$ cat src/hw/acm_pkg.sv
// Package: register map, field positions, reset values and timing constants
// Functional notes
// Host never writes reserved ranges 00-1F and 34-3F.
// Each byte register is selected by a 7-bit register address.
// Host should not alter calibration values loaded at boot.
// At power-up trimming values are copied from nonvolatile storage.
// Rate select bit: 0 gives 100 Hz samples, 1 gives 400 Hz.
// Active mode bit: 0 keeps power-down, 1 measures.
// Either self-test bit at one shifts the outputs; zero is normal.
// Axis enable bits, reset to 1, gate that axis's data-ready.
// Three-wire bit: 0 data out on serial out pin, 1 on shared pin.
// Reboot bit reloads trimming, then clears itself when done.
// Host keeps unused control_two and pin_event_control bits at zero.
// Host keeps pin_event_control bit 6 zero for push-pull pin.
// Polarity bit: 0 pin active high, 1 active low.
// Source 000 ground, 001 motion event, 100 data ready; others unused.
// Per-axis new-sample flags, and combined flag for full three-axis set; code sets it once all enabled axes have new data.
// Per-axis and combined overrun when unread sample is overwritten.
// X and Y outputs are 8-bit two's complement read-only registers.
// Z output is an 8-bit two's complement read-only register.
// Reading motion_event_source clears it and its interrupt.
// Reading an axis clears its flag; combined clears after enabled reads.
// Writes to read-only or unused addresses ignored; unused reads zero.
// Power-down stops output updates and new-sample flag setting.
package acm_pkg;
  localparam int ADDR_W = 7;
  localparam int DATA_W = 8;
  localparam int TRIM_W = 8;
  localparam int AXES = 3;

  localparam logic [ADDR_W-1:0] ADR_CTRL1 = 7'h20;
  localparam logic [ADDR_W-1:0] ADR_CTRL2 = 7'h21;
  localparam logic [ADDR_W-1:0] ADR_PINCTL = 7'h22;
  localparam logic [ADDR_W-1:0] ADR_FLAGS = 7'h27;
  localparam logic [ADDR_W-1:0] ADR_X = 7'h29;
  localparam logic [ADDR_W-1:0] ADR_Y = 7'h2B;
  localparam logic [ADDR_W-1:0] ADR_Z = 7'h2D;
  localparam logic [ADDR_W-1:0] ADR_EV_CFG = 7'h30;
  localparam logic [ADDR_W-1:0] ADR_EV_SRC = 7'h31;
  localparam logic [ADDR_W-1:0] ADR_EV_THS = 7'h32;
  localparam logic [ADDR_W-1:0] ADR_EV_DUR = 7'h33;

  localparam logic [DATA_W-1:0] RST_CTRL1 = 8'h07;
  localparam logic [DATA_W-1:0] RST_CTRL2 = 8'h00;
  localparam logic [DATA_W-1:0] RST_PINCTL = 8'h00;
  localparam logic [DATA_W-1:0] RST_EV_CFG = 8'h00;
  localparam logic [DATA_W-1:0] RST_EV_THS = 8'h02;
  localparam logic [DATA_W-1:0] RST_EV_DUR = 8'h00;
  localparam logic [DATA_W-1:0] RST_ZERO = 8'h00;

  // control_one fields
  localparam int B_RATE = 7;
  localparam int B_ACTIVE = 6;
  localparam int B_FS = 5;
  localparam int B_STP = 4;
  localparam int B_STM = 3;
  // control_two fields
  localparam int B_3WIRE = 7;
  localparam int B_REBOOT = 6;
  localparam logic [DATA_W-1:0] CTRL2_MASK = 8'hC0;
  // pin_event_control fields
  localparam int B_POL = 7;
  localparam logic [DATA_W-1:0] PINCTL_MASK = 8'h87;
  localparam logic [2:0] SRC_GND = 3'h0;
  localparam logic [2:0] SRC_EVENT = 3'h1;
  localparam logic [2:0] SRC_DRDY = 3'h4;
  // motion_event_config / source fields
  localparam int B_LATCH = 6;
  localparam int B_ACTIVE_EV = 6;

  // Sample periods at 200 MHz clock
  localparam real CLK_NS = 5.0;
  localparam real SLOW_HZ = 100.0;
  localparam real FAST_HZ = 400.0;
  localparam int SLOW_CYC = int'(1.0e9 / (SLOW_HZ * CLK_NS));
  localparam int FAST_CYC = int'(1.0e9 / (FAST_HZ * CLK_NS));
  localparam logic [DATA_W-1:0] SELFTEST_OFS = 8'h10;

  typedef struct packed {
    logic wr;
    logic rd;
    logic [ADDR_W-1:0] addr;
    logic [DATA_W-1:0] wdata;
  } acm_req_t;

  typedef struct packed {
    logic [DATA_W-1:0] x;
    logic [DATA_W-1:0] y;
    logic [DATA_W-1:0] z;
  } acm_axes_t;
endpackage

$ cat src/hw/acm_rate_tick.sv
// Sample strobe generator for the two output data rates
`timescale 1ns/1ps
module acm_rate_tick #(
  parameter int SLOW_CYC = acm_pkg::SLOW_CYC,
  parameter int FAST_CYC = acm_pkg::FAST_CYC
) (
  input wire logic i_clk,
  input wire logic i_nrst,
  input wire logic i_ce,
  input wire logic i_run,
  input wire logic i_fast,
  output logic o_tick
);
  if (FAST_CYC < 2 || SLOW_CYC < FAST_CYC)
  begin : g_bad_period
    $error("acm_rate_tick: bad period");
  end
  logic [31:0] cnt_r;
  wire [31:0] limit = i_fast ? 32'(FAST_CYC - 1) : 32'(SLOW_CYC - 1);
  wire wrap = cnt_r >= limit;
  assign o_tick = i_run && wrap;
  always_ff @(posedge i_clk or negedge i_nrst)
  begin
    if (!i_nrst)
      cnt_r <= 32'h0;
    else if (i_ce)
      cnt_r <= (!i_run || wrap) ? 32'h0 : cnt_r + 32'h1;
  end
endmodule // acm_rate_tick

$ cat src/hw/acm_regs.sv
// Register bank of the three-axis accelerometer behind the serial slave
`timescale 1ns/1ps
module acm_regs #(
  parameter int TRIM_WORDS = 4,
  parameter int SLOW_CYC = acm_pkg::SLOW_CYC,
  parameter int FAST_CYC = acm_pkg::FAST_CYC
) (
  input wire logic i_clk,
  input wire logic i_nrst,
  input wire logic i_ce,
  input wire acm_pkg::acm_req_t i_req,
  output logic [acm_pkg::DATA_W-1:0] o_rdata,
  input wire acm_pkg::acm_axes_t i_sample,
  input wire logic i_event,
  input wire logic [5:0] i_event_axes,
  input wire logic [acm_pkg::TRIM_W-1:0] i_nv_data,
  output logic [$clog2(TRIM_WORDS)-1:0] o_nv_addr,
  output logic [TRIM_WORDS*acm_pkg::TRIM_W-1:0] o_trim,
  output logic o_boot_busy,
  output logic o_active,
  output logic o_fast,
  output logic o_full_scale,
  output logic o_three_wire,
  output logic o_int_pin,
  output logic [acm_pkg::DATA_W-1:0] o_ev_cfg,
  output logic [acm_pkg::DATA_W-1:0] o_ev_ths,
  output logic [acm_pkg::DATA_W-1:0] o_ev_dur
);
  localparam int DW = acm_pkg::DATA_W;
  if (acm_pkg::ADDR_W != 7 || DW != 8)
  begin : g_bad_map
    $error("acm_regs: map needs 7-bit address and byte data");
  end

  logic [DW-1:0] ctrl1_r, ctrl2_r, pinctl_r;
  logic [DW-1:0] evcfg_r, evsrc_r, evths_r, evdur_r;
  logic [acm_pkg::AXES-1:0] new_r, ovr_r, rd_seen_r;
  logic all_new_r, all_ovr_r;
  logic [DW-1:0] axis_r [acm_pkg::AXES];
  logic [DW-1:0] rdata_r;
  logic tick;
  logic boot_busy, boot_busy_q;

  // Address decode on the 7-bit register index
  wire wr = i_req.wr;
  wire rd = i_req.rd;
  wire [6:0] a = i_req.addr;
  wire hit_c1 = a == acm_pkg::ADR_CTRL1;
  wire hit_c2 = a == acm_pkg::ADR_CTRL2;
  wire hit_pc = a == acm_pkg::ADR_PINCTL;
  wire hit_ec = a == acm_pkg::ADR_EV_CFG;
  wire hit_es = a == acm_pkg::ADR_EV_SRC;
  wire hit_et = a == acm_pkg::ADR_EV_THS;
  wire hit_ed = a == acm_pkg::ADR_EV_DUR;
  wire [acm_pkg::AXES-1:0] hit_ax = {a == acm_pkg::ADR_Z,
    a == acm_pkg::ADR_Y, a == acm_pkg::ADR_X};
  wire [acm_pkg::AXES-1:0] rd_ax = hit_ax & {acm_pkg::AXES{rd}};
  wire rd_src = rd && hit_es;
  wire active = ctrl1_r[acm_pkg::B_ACTIVE];
  wire [acm_pkg::AXES-1:0] ax_en = ctrl1_r[acm_pkg::AXES-1:0];
  wire selftest = ctrl1_r[acm_pkg::B_STP] | ctrl1_r[acm_pkg::B_STM];
  wire st_neg = ctrl1_r[acm_pkg::B_STM];
  wire [acm_pkg::AXES-1:0] upd = {acm_pkg::AXES{tick}} & ax_en;

  acm_rate_tick #(
    .SLOW_CYC(SLOW_CYC),
    .FAST_CYC(FAST_CYC)
  ) u_tick (
    .i_clk(i_clk),
    .i_nrst(i_nrst),
    .i_ce(i_ce),
    .i_run(active),
    .i_fast(ctrl1_r[acm_pkg::B_RATE]),
    .o_tick(tick)
  );

  // Reboot bit clears on the falling edge of the loader busy flag;
  // start is held off in that cycle, or the reload would run twice
  wire boot_done = boot_busy_q && !boot_busy;
  acm_trim_load #(
    .WORDS(TRIM_WORDS)
  ) u_trim (
    .i_clk(i_clk),
    .i_nrst(i_nrst),
    .i_ce(i_ce),
    .i_start(ctrl2_r[acm_pkg::B_REBOOT] && !boot_done),
    .i_nv_data(i_nv_data),
    .o_nv_addr(o_nv_addr),
    .o_busy(boot_busy),
    .o_trim(o_trim)
  );

  wire [DW-1:0] ctrl2_wmask = acm_pkg::CTRL2_MASK;

  always_ff @(posedge i_clk or negedge i_nrst)
  begin
    if (!i_nrst)
    begin
      ctrl1_r <= acm_pkg::RST_CTRL1;
      ctrl2_r <= acm_pkg::RST_CTRL2;
      pinctl_r <= acm_pkg::RST_PINCTL;
      evcfg_r <= acm_pkg::RST_EV_CFG;
      evths_r <= acm_pkg::RST_EV_THS;
      evdur_r <= acm_pkg::RST_EV_DUR;
      boot_busy_q <= 1'b1;
    end
    else if (i_ce)
    begin
      boot_busy_q <= boot_busy;
      // Only mapped read/write registers take writes
      if (wr && hit_c1)
        ctrl1_r <= i_req.wdata;
      if (wr && hit_pc)
        pinctl_r <= i_req.wdata & acm_pkg::PINCTL_MASK;
      if (wr && hit_ec)
        evcfg_r <= i_req.wdata;
      if (wr && hit_et)
        evths_r <= i_req.wdata;
      if (wr && hit_ed)
        evdur_r <= i_req.wdata;
      if (wr && hit_c2)
        ctrl2_r <= i_req.wdata & ctrl2_wmask;
      else if (boot_done)
        ctrl2_r[acm_pkg::B_REBOOT] <= 1'b0;
    end
  end

  // Per-axis sample store and status flags
  genvar g;
  generate
    for (g = 0; g < acm_pkg::AXES; g++)
    begin : g_axis
      logic [DW-1:0] raw;
      logic [DW-1:0] shifted;
      if (g == 0)
        assign raw = i_sample.x;
      else if (g == 1)
        assign raw = i_sample.y;
      else
        assign raw = i_sample.z;
      // Self-test pushes a fixed offset through the chain, sign by bit
      assign shifted = !selftest ? raw : st_neg ?
        raw - acm_pkg::SELFTEST_OFS : raw + acm_pkg::SELFTEST_OFS;
      always_ff @(posedge i_clk or negedge i_nrst)
      begin
        if (!i_nrst)
        begin
          axis_r[g] <= acm_pkg::RST_ZERO;
          new_r[g] <= 1'b0;
          ovr_r[g] <= 1'b0;
        end
        else if (i_ce)
        begin
          if (upd[g])
            axis_r[g] <= shifted;
          // A new sample wins over a read in the same cycle
          new_r[g] <= upd[g] | (new_r[g] & !rd_ax[g]);
          ovr_r[g] <= (upd[g] & new_r[g] & !rd_ax[g]) |
            (ovr_r[g] & !rd_ax[g]);
        end
      end
    end
  endgenerate

  // Combined flags follow the enabled axes as a set
  wire set_done = |upd && ((new_r | upd) & ax_en) == ax_en;
  wire all_read = ((rd_seen_r | rd_ax) & ax_en) == ax_en;
  wire set_ovr = |(upd & new_r & ~rd_ax);
  always_ff @(posedge i_clk or negedge i_nrst)
  begin
    if (!i_nrst)
    begin
      all_new_r <= 1'b0;
      all_ovr_r <= 1'b0;
      rd_seen_r <= '0;
    end
    else if (i_ce)
    begin
      if (set_done)
      begin
        all_new_r <= 1'b1;
        rd_seen_r <= '0;
      end
      else if (all_new_r && all_read)
      begin
        all_new_r <= 1'b0;
        rd_seen_r <= '0;
      end
      else
        rd_seen_r <= rd_seen_r | rd_ax;
      if (set_ovr)
        all_ovr_r <= 1'b1;
      else if (all_read && all_new_r)
        all_ovr_r <= 1'b0;
    end
  end

  // Motion event source: latched or live, cleared by read
  wire latch_ev = evcfg_r[acm_pkg::B_LATCH];
  wire [DW-1:0] ev_now = {1'b0, i_event, i_event_axes};
  always_ff @(posedge i_clk or negedge i_nrst)
  begin
    if (!i_nrst)
      evsrc_r <= acm_pkg::RST_ZERO;
    else if (i_ce)
    begin
      // A fresh event in the read cycle is kept, not lost
      if (!latch_ev)
        evsrc_r <= ev_now;
      else
        evsrc_r <= (rd_src ? acm_pkg::RST_ZERO : evsrc_r) | ev_now;
    end
  end

  // Read mux: unused and reserved addresses read zero
  wire [DW-1:0] flags = {all_ovr_r, ovr_r[2], ovr_r[1], ovr_r[0],
    all_new_r, new_r[2], new_r[1], new_r[0]};
  wire [DW-1:0] rd_mux =
    hit_c1 ? ctrl1_r :
    hit_c2 ? ctrl2_r :
    hit_pc ? pinctl_r :
    (a == acm_pkg::ADR_FLAGS) ? flags :
    hit_ax[0] ? axis_r[0] :
    hit_ax[1] ? axis_r[1] :
    hit_ax[2] ? axis_r[2] :
    hit_ec ? evcfg_r :
    hit_es ? evsrc_r :
    hit_et ? evths_r :
    hit_ed ? evdur_r : acm_pkg::RST_ZERO;
  always_ff @(posedge i_clk or negedge i_nrst)
  begin
    if (!i_nrst)
      rdata_r <= acm_pkg::RST_ZERO;
    else if (i_ce && rd)
      rdata_r <= rd_mux;
  end
  assign o_rdata = rdata_r;

  // Interrupt pin source and polarity
  wire [2:0] src_sel = pinctl_r[2:0];
  wire ev_active = evsrc_r[acm_pkg::B_ACTIVE_EV];
  wire pin_level = (src_sel == acm_pkg::SRC_EVENT) ? ev_active :
    (src_sel == acm_pkg::SRC_DRDY) ? all_new_r : 1'b0;
  logic int_r;
  always_ff @(posedge i_clk or negedge i_nrst)
  begin
    if (!i_nrst)
      int_r <= 1'b0;
    else if (i_ce)
      int_r <= pin_level ^ pinctl_r[acm_pkg::B_POL];
  end
  assign o_int_pin = int_r;

  assign o_boot_busy = boot_busy;
  assign o_active = active;
  assign o_fast = ctrl1_r[acm_pkg::B_RATE];
  assign o_full_scale = ctrl1_r[acm_pkg::B_FS];
  assign o_three_wire = ctrl2_r[acm_pkg::B_3WIRE];
  assign o_ev_cfg = evcfg_r;
  assign o_ev_ths = evths_r;
  assign o_ev_dur = evdur_r;

  chk_pd_no_update: assert property (
    @(posedge i_clk) disable iff (!i_nrst)
    (i_ce && !active) |=> $stable(axis_r[0]) && $stable(axis_r[1]))
    else $error("axis changed in power-down");
  chk_read_clears_x: assert property (
    @(posedge i_clk) disable iff (!i_nrst)
    (i_ce && rd_ax[0] && !upd[0]) |=> !new_r[0])
    else $error("x flag not cleared by read");
  chk_tick_sets_new: assert property (
    @(posedge i_clk) disable iff (!i_nrst)
    (i_ce && upd[1]) |=> new_r[1])
    else $error("y flag not set on sample");
  chk_overrun_set: assert property (
    @(posedge i_clk) disable iff (!i_nrst)
    (i_ce && upd[2] && new_r[2] && !rd_ax[2]) |=> ovr_r[2] && all_ovr_r)
    else $error("overrun missed");
  chk_axis_gate: assert property (
    @(posedge i_clk) disable iff (!i_nrst)
    (i_ce && !ax_en[1] && !new_r[1]) |=> !new_r[1])
    else $error("disabled axis flagged");
  chk_src_read_clr: assert property (
    @(posedge i_clk) disable iff (!i_nrst)
    (i_ce && latch_ev && rd_src && !i_event && i_event_axes == 6'h00)
    |=> evsrc_r == acm_pkg::RST_ZERO)
    else $error("source not cleared by read");
  chk_pin_ground: assert property (
    @(posedge i_clk) disable iff (!i_nrst)
    (i_ce && src_sel == acm_pkg::SRC_GND) |=>
    int_r == $past(pinctl_r[acm_pkg::B_POL]))
    else $error("ground source not idle level");
  chk_reboot_clears: assert property (
    @(posedge i_clk) disable iff (!i_nrst)
    (i_ce && boot_done && !(wr && hit_c2)) |=> !ctrl2_r[acm_pkg::B_REBOOT])
    else $error("reboot bit stuck");
  chk_ro_write: assert property (
    @(posedge i_clk) disable iff (!i_nrst)
    (i_ce && wr && a == acm_pkg::ADR_FLAGS) |=> $stable(ctrl1_r))
    else $error("write to status leaked");
  chk_reboot_once: assert property (
    @(posedge i_clk) disable iff (!i_nrst)
    (i_ce && boot_done) |=> !boot_busy)
    else $error("reload restarted after reboot");
  chk_drdy_pin: assert property (
    @(posedge i_clk) disable iff (!i_nrst)
    (i_ce && src_sel == acm_pkg::SRC_DRDY) |=>
    int_r == ($past(all_new_r) ^ $past(pinctl_r[acm_pkg::B_POL])))
    else $error("data-ready pin level wrong");
  chk_event_pin: assert property (
    @(posedge i_clk) disable iff (!i_nrst)
    (i_ce && src_sel == acm_pkg::SRC_EVENT) |=>
    int_r == ($past(ev_active) ^ $past(pinctl_r[acm_pkg::B_POL])))
    else $error("event pin level wrong");
  chk_ctrl1_read: assert property (
    @(posedge i_clk) disable iff (!i_nrst)
    (i_ce && rd && hit_c1) |=> rdata_r == $past(ctrl1_r))
    else $error("control_one read data wrong");
  chk_selftest_plus: assert property (
    @(posedge i_clk) disable iff (!i_nrst)
    (i_ce && upd[0] && selftest && !st_neg) |=>
    axis_r[0] == DW'($past(i_sample.x) + acm_pkg::SELFTEST_OFS))
    else $error("self-test offset missing");
  chk_all_read_clr: assert property (
    @(posedge i_clk) disable iff (!i_nrst)
    (i_ce && all_new_r && all_read && !set_done) |=> !all_new_r)
    else $error("combined flag not cleared by reads");
  cov_ev_clr: cover property (@(posedge i_clk) rd_src && ev_active);
  cov_drdy: cover property (@(posedge i_clk) all_new_r ##1 !all_new_r);
  cov_ovr: cover property (@(posedge i_clk) all_ovr_r);
  cov_reboot: cover property (@(posedge i_clk) boot_done);
  cov_int: cover property (@(posedge i_clk) $rose(int_r));
endmodule // acm_regs

$ cat src/hw/acm_trim_load.sv
// Copies factory trimming words from nonvolatile storage into trim registers
`timescale 1ns/1ps
module acm_trim_load #(
  parameter int WORDS = 4
) (
  input wire logic i_clk,
  input wire logic i_nrst,
  input wire logic i_ce,
  input wire logic i_start,
  input wire logic [acm_pkg::TRIM_W-1:0] i_nv_data,
  output logic [$clog2(WORDS)-1:0] o_nv_addr,
  output logic o_busy,
  output logic [WORDS*acm_pkg::TRIM_W-1:0] o_trim
);
  if (WORDS < 2)
  begin : g_bad_words
    $error("acm_trim_load: WORDS must be at least 2");
  end
  localparam int AW = $clog2(WORDS);
  logic busy_r;
  logic [AW-1:0] idx_r;
  logic [acm_pkg::TRIM_W-1:0] trim_r [WORDS];
  // Power-up counts as a start: busy comes out of reset set
  wire last = idx_r == AW'(WORDS - 1);
  assign o_busy = busy_r;
  assign o_nv_addr = idx_r;
  always_ff @(posedge i_clk or negedge i_nrst)
  begin
    if (!i_nrst)
    begin
      busy_r <= 1'b1;
      idx_r <= '0;
    end
    else if (i_ce)
    begin
      if (busy_r)
      begin
        idx_r <= last ? '0 : idx_r + 1'b1;
        busy_r <= !last;
      end
      else if (i_start)
        busy_r <= 1'b1;
    end
  end
  genvar g;
  generate
    for (g = 0; g < WORDS; g++)
    begin : g_trim
      always_ff @(posedge i_clk or negedge i_nrst)
      begin
        if (!i_nrst)
          trim_r[g] <= '0;
        else if (i_ce && busy_r && idx_r == AW'(g))
          trim_r[g] <= i_nv_data;
      end
      assign o_trim[g*acm_pkg::TRIM_W +: acm_pkg::TRIM_W] = trim_r[g];
    end
  endgenerate
endmodule // acm_trim_load

$ cat config.mk
export PLATFORM = sky130hd
export DESIGN_NAME = acm_regs
export DESIGN_NICKNAME = d
export VERILOG_FILES = /design/src/hw/acm_pkg.sv /design/src/hw/acm_rate_tick.sv /design/src/hw/acm_regs.sv /design/src/hw/acm_trim_load.sv
export SDC_FILE = /design/constraint.sdc
export NUM_CORES = 1
export LEC_CHECK = 0
export BUFFER_PORTS_ARGS = -buffer_cell sky130_fd_sc_hd__buf_2
export CAP_MARGIN = 20
export CORE_MARGIN = 1.5
export CORE_UTILIZATION = 45
export DETAILED_ROUTE_END_ITERATION = 10
export PLACE_DENSITY = 0.78
export SLEW_MARGIN = 25
export SYNTH_ARGS = -nofsm -noshare
export SYNTH_HDL_FRONTEND = slang
export SYNTH_SLANG_ARGS = --single-unit
export TNS_END_PERCENT = 20
$ cat constraint.sdc
create_clock -name i_clk -period 7.05 [get_ports i_clk]
set_clock_uncertainty 0.05 [all_clocks]
set_input_delay 1.7625 -clock i_clk [delete_from_list [all_inputs] [get_ports i_clk]]
set_output_delay 1.7625 -clock i_clk [all_outputs]
set_load 0.05 [all_outputs]
==> results summary <==
The sequential area share after synthesis came out at 49.8%. The endpoint required time on the critical path is 7310 ps. The width of the die is 136 um. The highest net fanout along the worst path is 33. Setup repair after global routing left no endpoint under its margin. The post-route netlist has 32.1% of its cells at a drive strength greater than 1. The startpoint identified for the worst register-to-register timing path is ctrl1_r[7]. STA classifies the critical path startpoint as an input pin.

Tracing the worst setup path back leads to its startpoint at i_req[8]. The diode insertion count for antenna repair came out at 0. The area of the mapped netlist is 7910 um^2.

For this configuration, the core starts out at a cell density of 45.9%. The number of cells produced by synthesis is 716. The relative area change from synthesis to final layout is 18.2%. The transition time of the tightest slew-check pin is 899 ps. The power density over cell area came out at 296 nW/um^2.

The clock insertion delay at the later pin of the skew report is 430 ps. The deepest clock path buffer count came out at 2. The max-slew violation count came to 0. The path class of the tightest hold or removal check is flip-flop to flip-flop. The final cell count without fillers is 1079.

The final wirelength came out at 19300 um. The total negative slack is 0 ps. The number of warnings printed during yosys synthesis is 0. The run finished with clean final reports. The number of iterations in the first detailed-routing pass came out at 5. In this run, synthesis produced a sequential element count of 157. The global placer's final weighted congestion came out at 0.874. Synthesis produced a netlist with a net count of 797. For this block, the initial DRC count from the detailed router was 466. The worst setup path is captured at a flip-flop. The routed wire length per instance came out at 17.9 um. The average vias per placed instance is 5.61. The final hold violation count is 0. The critical path goes through buf_2 > nor4bb_1 > and3_1 > a21oi_1 > a311o_1 > a32oi_1 > nand3_1. The most instantiated flip-flop cell in the synthesis netlist is dfrtp_1. The final critical path takes up 55.0% of the cycle. The number of port buffers came out at 130. In the global route stage, overall resource usage came out at 22.0%. The count of distinct cell types in the synthesized netlist is 60. The die height came out at 136 um.

The number of top-level pins came out at 131. The remaining global-route overflow is 0. Setup violations remaining at the end of the flow were counted as 0. The detailed placer's ending HPWL is 13900 um. The timing-limited maximum frequency came out at 0.258 GHz.

For this run, the slowest stage of the critical path takes 580 ps. The core outline area is 17200 um^2. The DRC violation count after routing came out at 0. The post-CTS clock slew at the launch and capture registers of the worst setup and hold paths is 70 ps. Counting I/O delays and the setup requirement, the final critical path takes 3880 ps.

The async set-or-reset flop fraction in the synthesized netlist is 100%. The smallest setup slack after layout came out at 3170 ps. The number of nets still failing antenna checks after routing is 0.

The pin count of the biggest net entering global routing came out at 99. The global-route wire length before repair came out at 31000 um. The max-capacitance violation count is 0. The via count of the first global-routing pass was 5859. In this run, post-CTS hold repair placed 0 buffers. Across all layers, the routed design uses 6058 vias. OpenSTA, run right after detailed placement, puts the worst setup slack at 2790 ps.

The final net count came out at 922. The standby leakage power is 4.52 nW. The TritonCTS buffer count came out at 17. The number of gates given a new drive strength after cts is 0. The average footprint of a synthesized cell is 11.0 um^2. The post-CTS setup buffer count is 0. The data arrival time of the critical path came out at 4140 ps. The start-to-end type of the worst setup path is input pin to flip-flop. The cell at the root of the clock tree is clkbuf_16. The largest individual stage delay along the critical path comes from the cell nor4bb_1. The number of levels the H-tree was split into is 4. TritonCTS built the clock tree. The post-route worst hold slack came out at 434 ps. Including well taps, the total number of placed cells is 1047. The standard-cell row count is 48. The clock sink total came out at 157. The remaining max-slew budget at the tightest pin came out at 40.1%. The floorplan die area is 18400 um^2. The initial antenna violation count came out at 0. IR analysis of the VDD net gives a maximum drop of 0.369 mV.

The number of synthesized flops with an enable pin came out at 0. The worst hold path begins at flags[4].
==> routing by layer <==
| metal | vias up | part of all wire, % | wire length (um) | track usage [%] |
|---|---|---|---|---|
| met4 | 0 | 1.6 | 308 | 5.79 |
| met5 | - | 0 | 0 | 0 |
| li1 | 2838 | - | - | - |
| met2 | 214 | 46 | 8920 | 33.8 |
| met3 | 33 | 7.1 | 1360 | 6.02 |
| met1 | 2973 | 45 | 8710 | 30.7 |
==> path summary, 6_finish.rpt <==
kind | to | slack (ps) | cells past startpoint
setup / recovery | all_ovr_r | 3170 | 7
hold / removal | flags[4] | 430 | 2
setup reg to reg | axis_r[6] | 3860 | 8
hold reg to reg | flags[4] | 430 | 2
max in group asynchronous | evsrc_r[5] | 4270 | 2
min in group asynchronous | axis_r[11] | 1370 | 1
==> stage by stage <==
| stage | utilization, % | power [mW] | instance area [um^2] |
|---|---|---|---|
| final | 54.2 | 2.77 | 9350 |
| after global routing | 54.2 | 2.89 | 9350 |
| after CTS | 54.2 | 2.79 | 9350 |
| after detailed placement | 50.7 | 1.86 | 8740 |
| after global placement | 50.7 | 1.85 | 8740 |
| after floorplan | - | 1.66 | 7910 |
==> registers in the layout, summed over array words and instances, names as in the netlist <==
signal	flops
u_tick.cnt_r	32
u_trim.o_trim	32
axis_r	24
ctrl1_r	8
o_ev_cfg	8
o_ev_dur	8
o_ev_ths	8
o_rdata	8
evsrc_r	7
flags	6
pinctl_r	4
rd_seen_r	3
ctrl2_r	2
u_trim.o_nv_addr	2
all_new_r	1
all_ovr_r	1
boot_busy_q	1
o_int_pin	1
u_trim.o_busy	1
==> synthesized netlist by cell type (8+ instances only) <==
cell / n / area [um^2]
mux2_4: 8 / 120
a22o_1: 9 / 78.8
nand4_1: 8 / 50.1
nor2_1: 65 / 244
dfrtp_1: 151 / 3780
buf_2: 8 / 40.0
nor3_1: 9 / 45.0
o21ai_0: 27 / 135
clkbuf_1: 11 / 41.3
xnor2_1: 12 / 105
nand3_1: 29 / 145
xor2_1: 17 / 149
ha_1: 19 / 238
a21oi_1: 42 / 210
mux2i_1: 18 / 180
inv_1: 24 / 90.1
a221oi_1: 9 / 78.8
nand2_1: 55 / 206
mux2_2: 80 / 901
==> cell families (layout without fill, tap and decap cells) <==
family / after synthesis / after routing / synth area share [%]
compound gates: 133 / 133 / 11.0
xor+xnor: 29 / 29 / 3.21
fa+ha+maj: 22 / 22 / 3.77
buf+inv: 50 / 188 / 2.74
flops: 157 / 157 / 49.8
mux: 106 / 106 / 15.2
simple gates: 219 / 219 / 14.3
==> cell usage in the layout, fill, tap and decap left out, types with 12 or more instances in the layout <==
master     netlist  layout
a21oi_1         42      41
nand3_1         29      29
nor2_1          65      64
buf_2            8     129
o21ai_0         27      27
inv_1           24      24
ha_1            19      19
dfrtp_1        151     151
xnor2_1         12      12
mux2i_1         18      18
clkbuf_16        0      17
xor2_1          17      17
nand2_1         55      55
mux2_2          80      80
==> power breakdown <==
| part | internal, mW | switching, mW |
|---|---|---|
| Combinational | 0.207 | 0.545 |
| Clock | 0.515 | 0.412 |
| Sequential | 1.02 | 0.0748 |
==> worst max-delay path, delay by kind of cell <==
family / cells / cell delay [ps]
AND/OR/NAND/NOR: 3 / 1150
buffers and inverters: 1 / 570
AO/OA/AOI/OAI: 3 / 650
==> cell type report <==
cell class              count  area [um^2]
clock inverters            14          166
repair buffers            132          672
clock buffers              18          439
inverters                  24         90.1
multi-input cells         509         3760
well taps                 225          282
fillers                  1483         7890
flip-flops and latches    157         3940
Power figures use the tool's default switching activity.
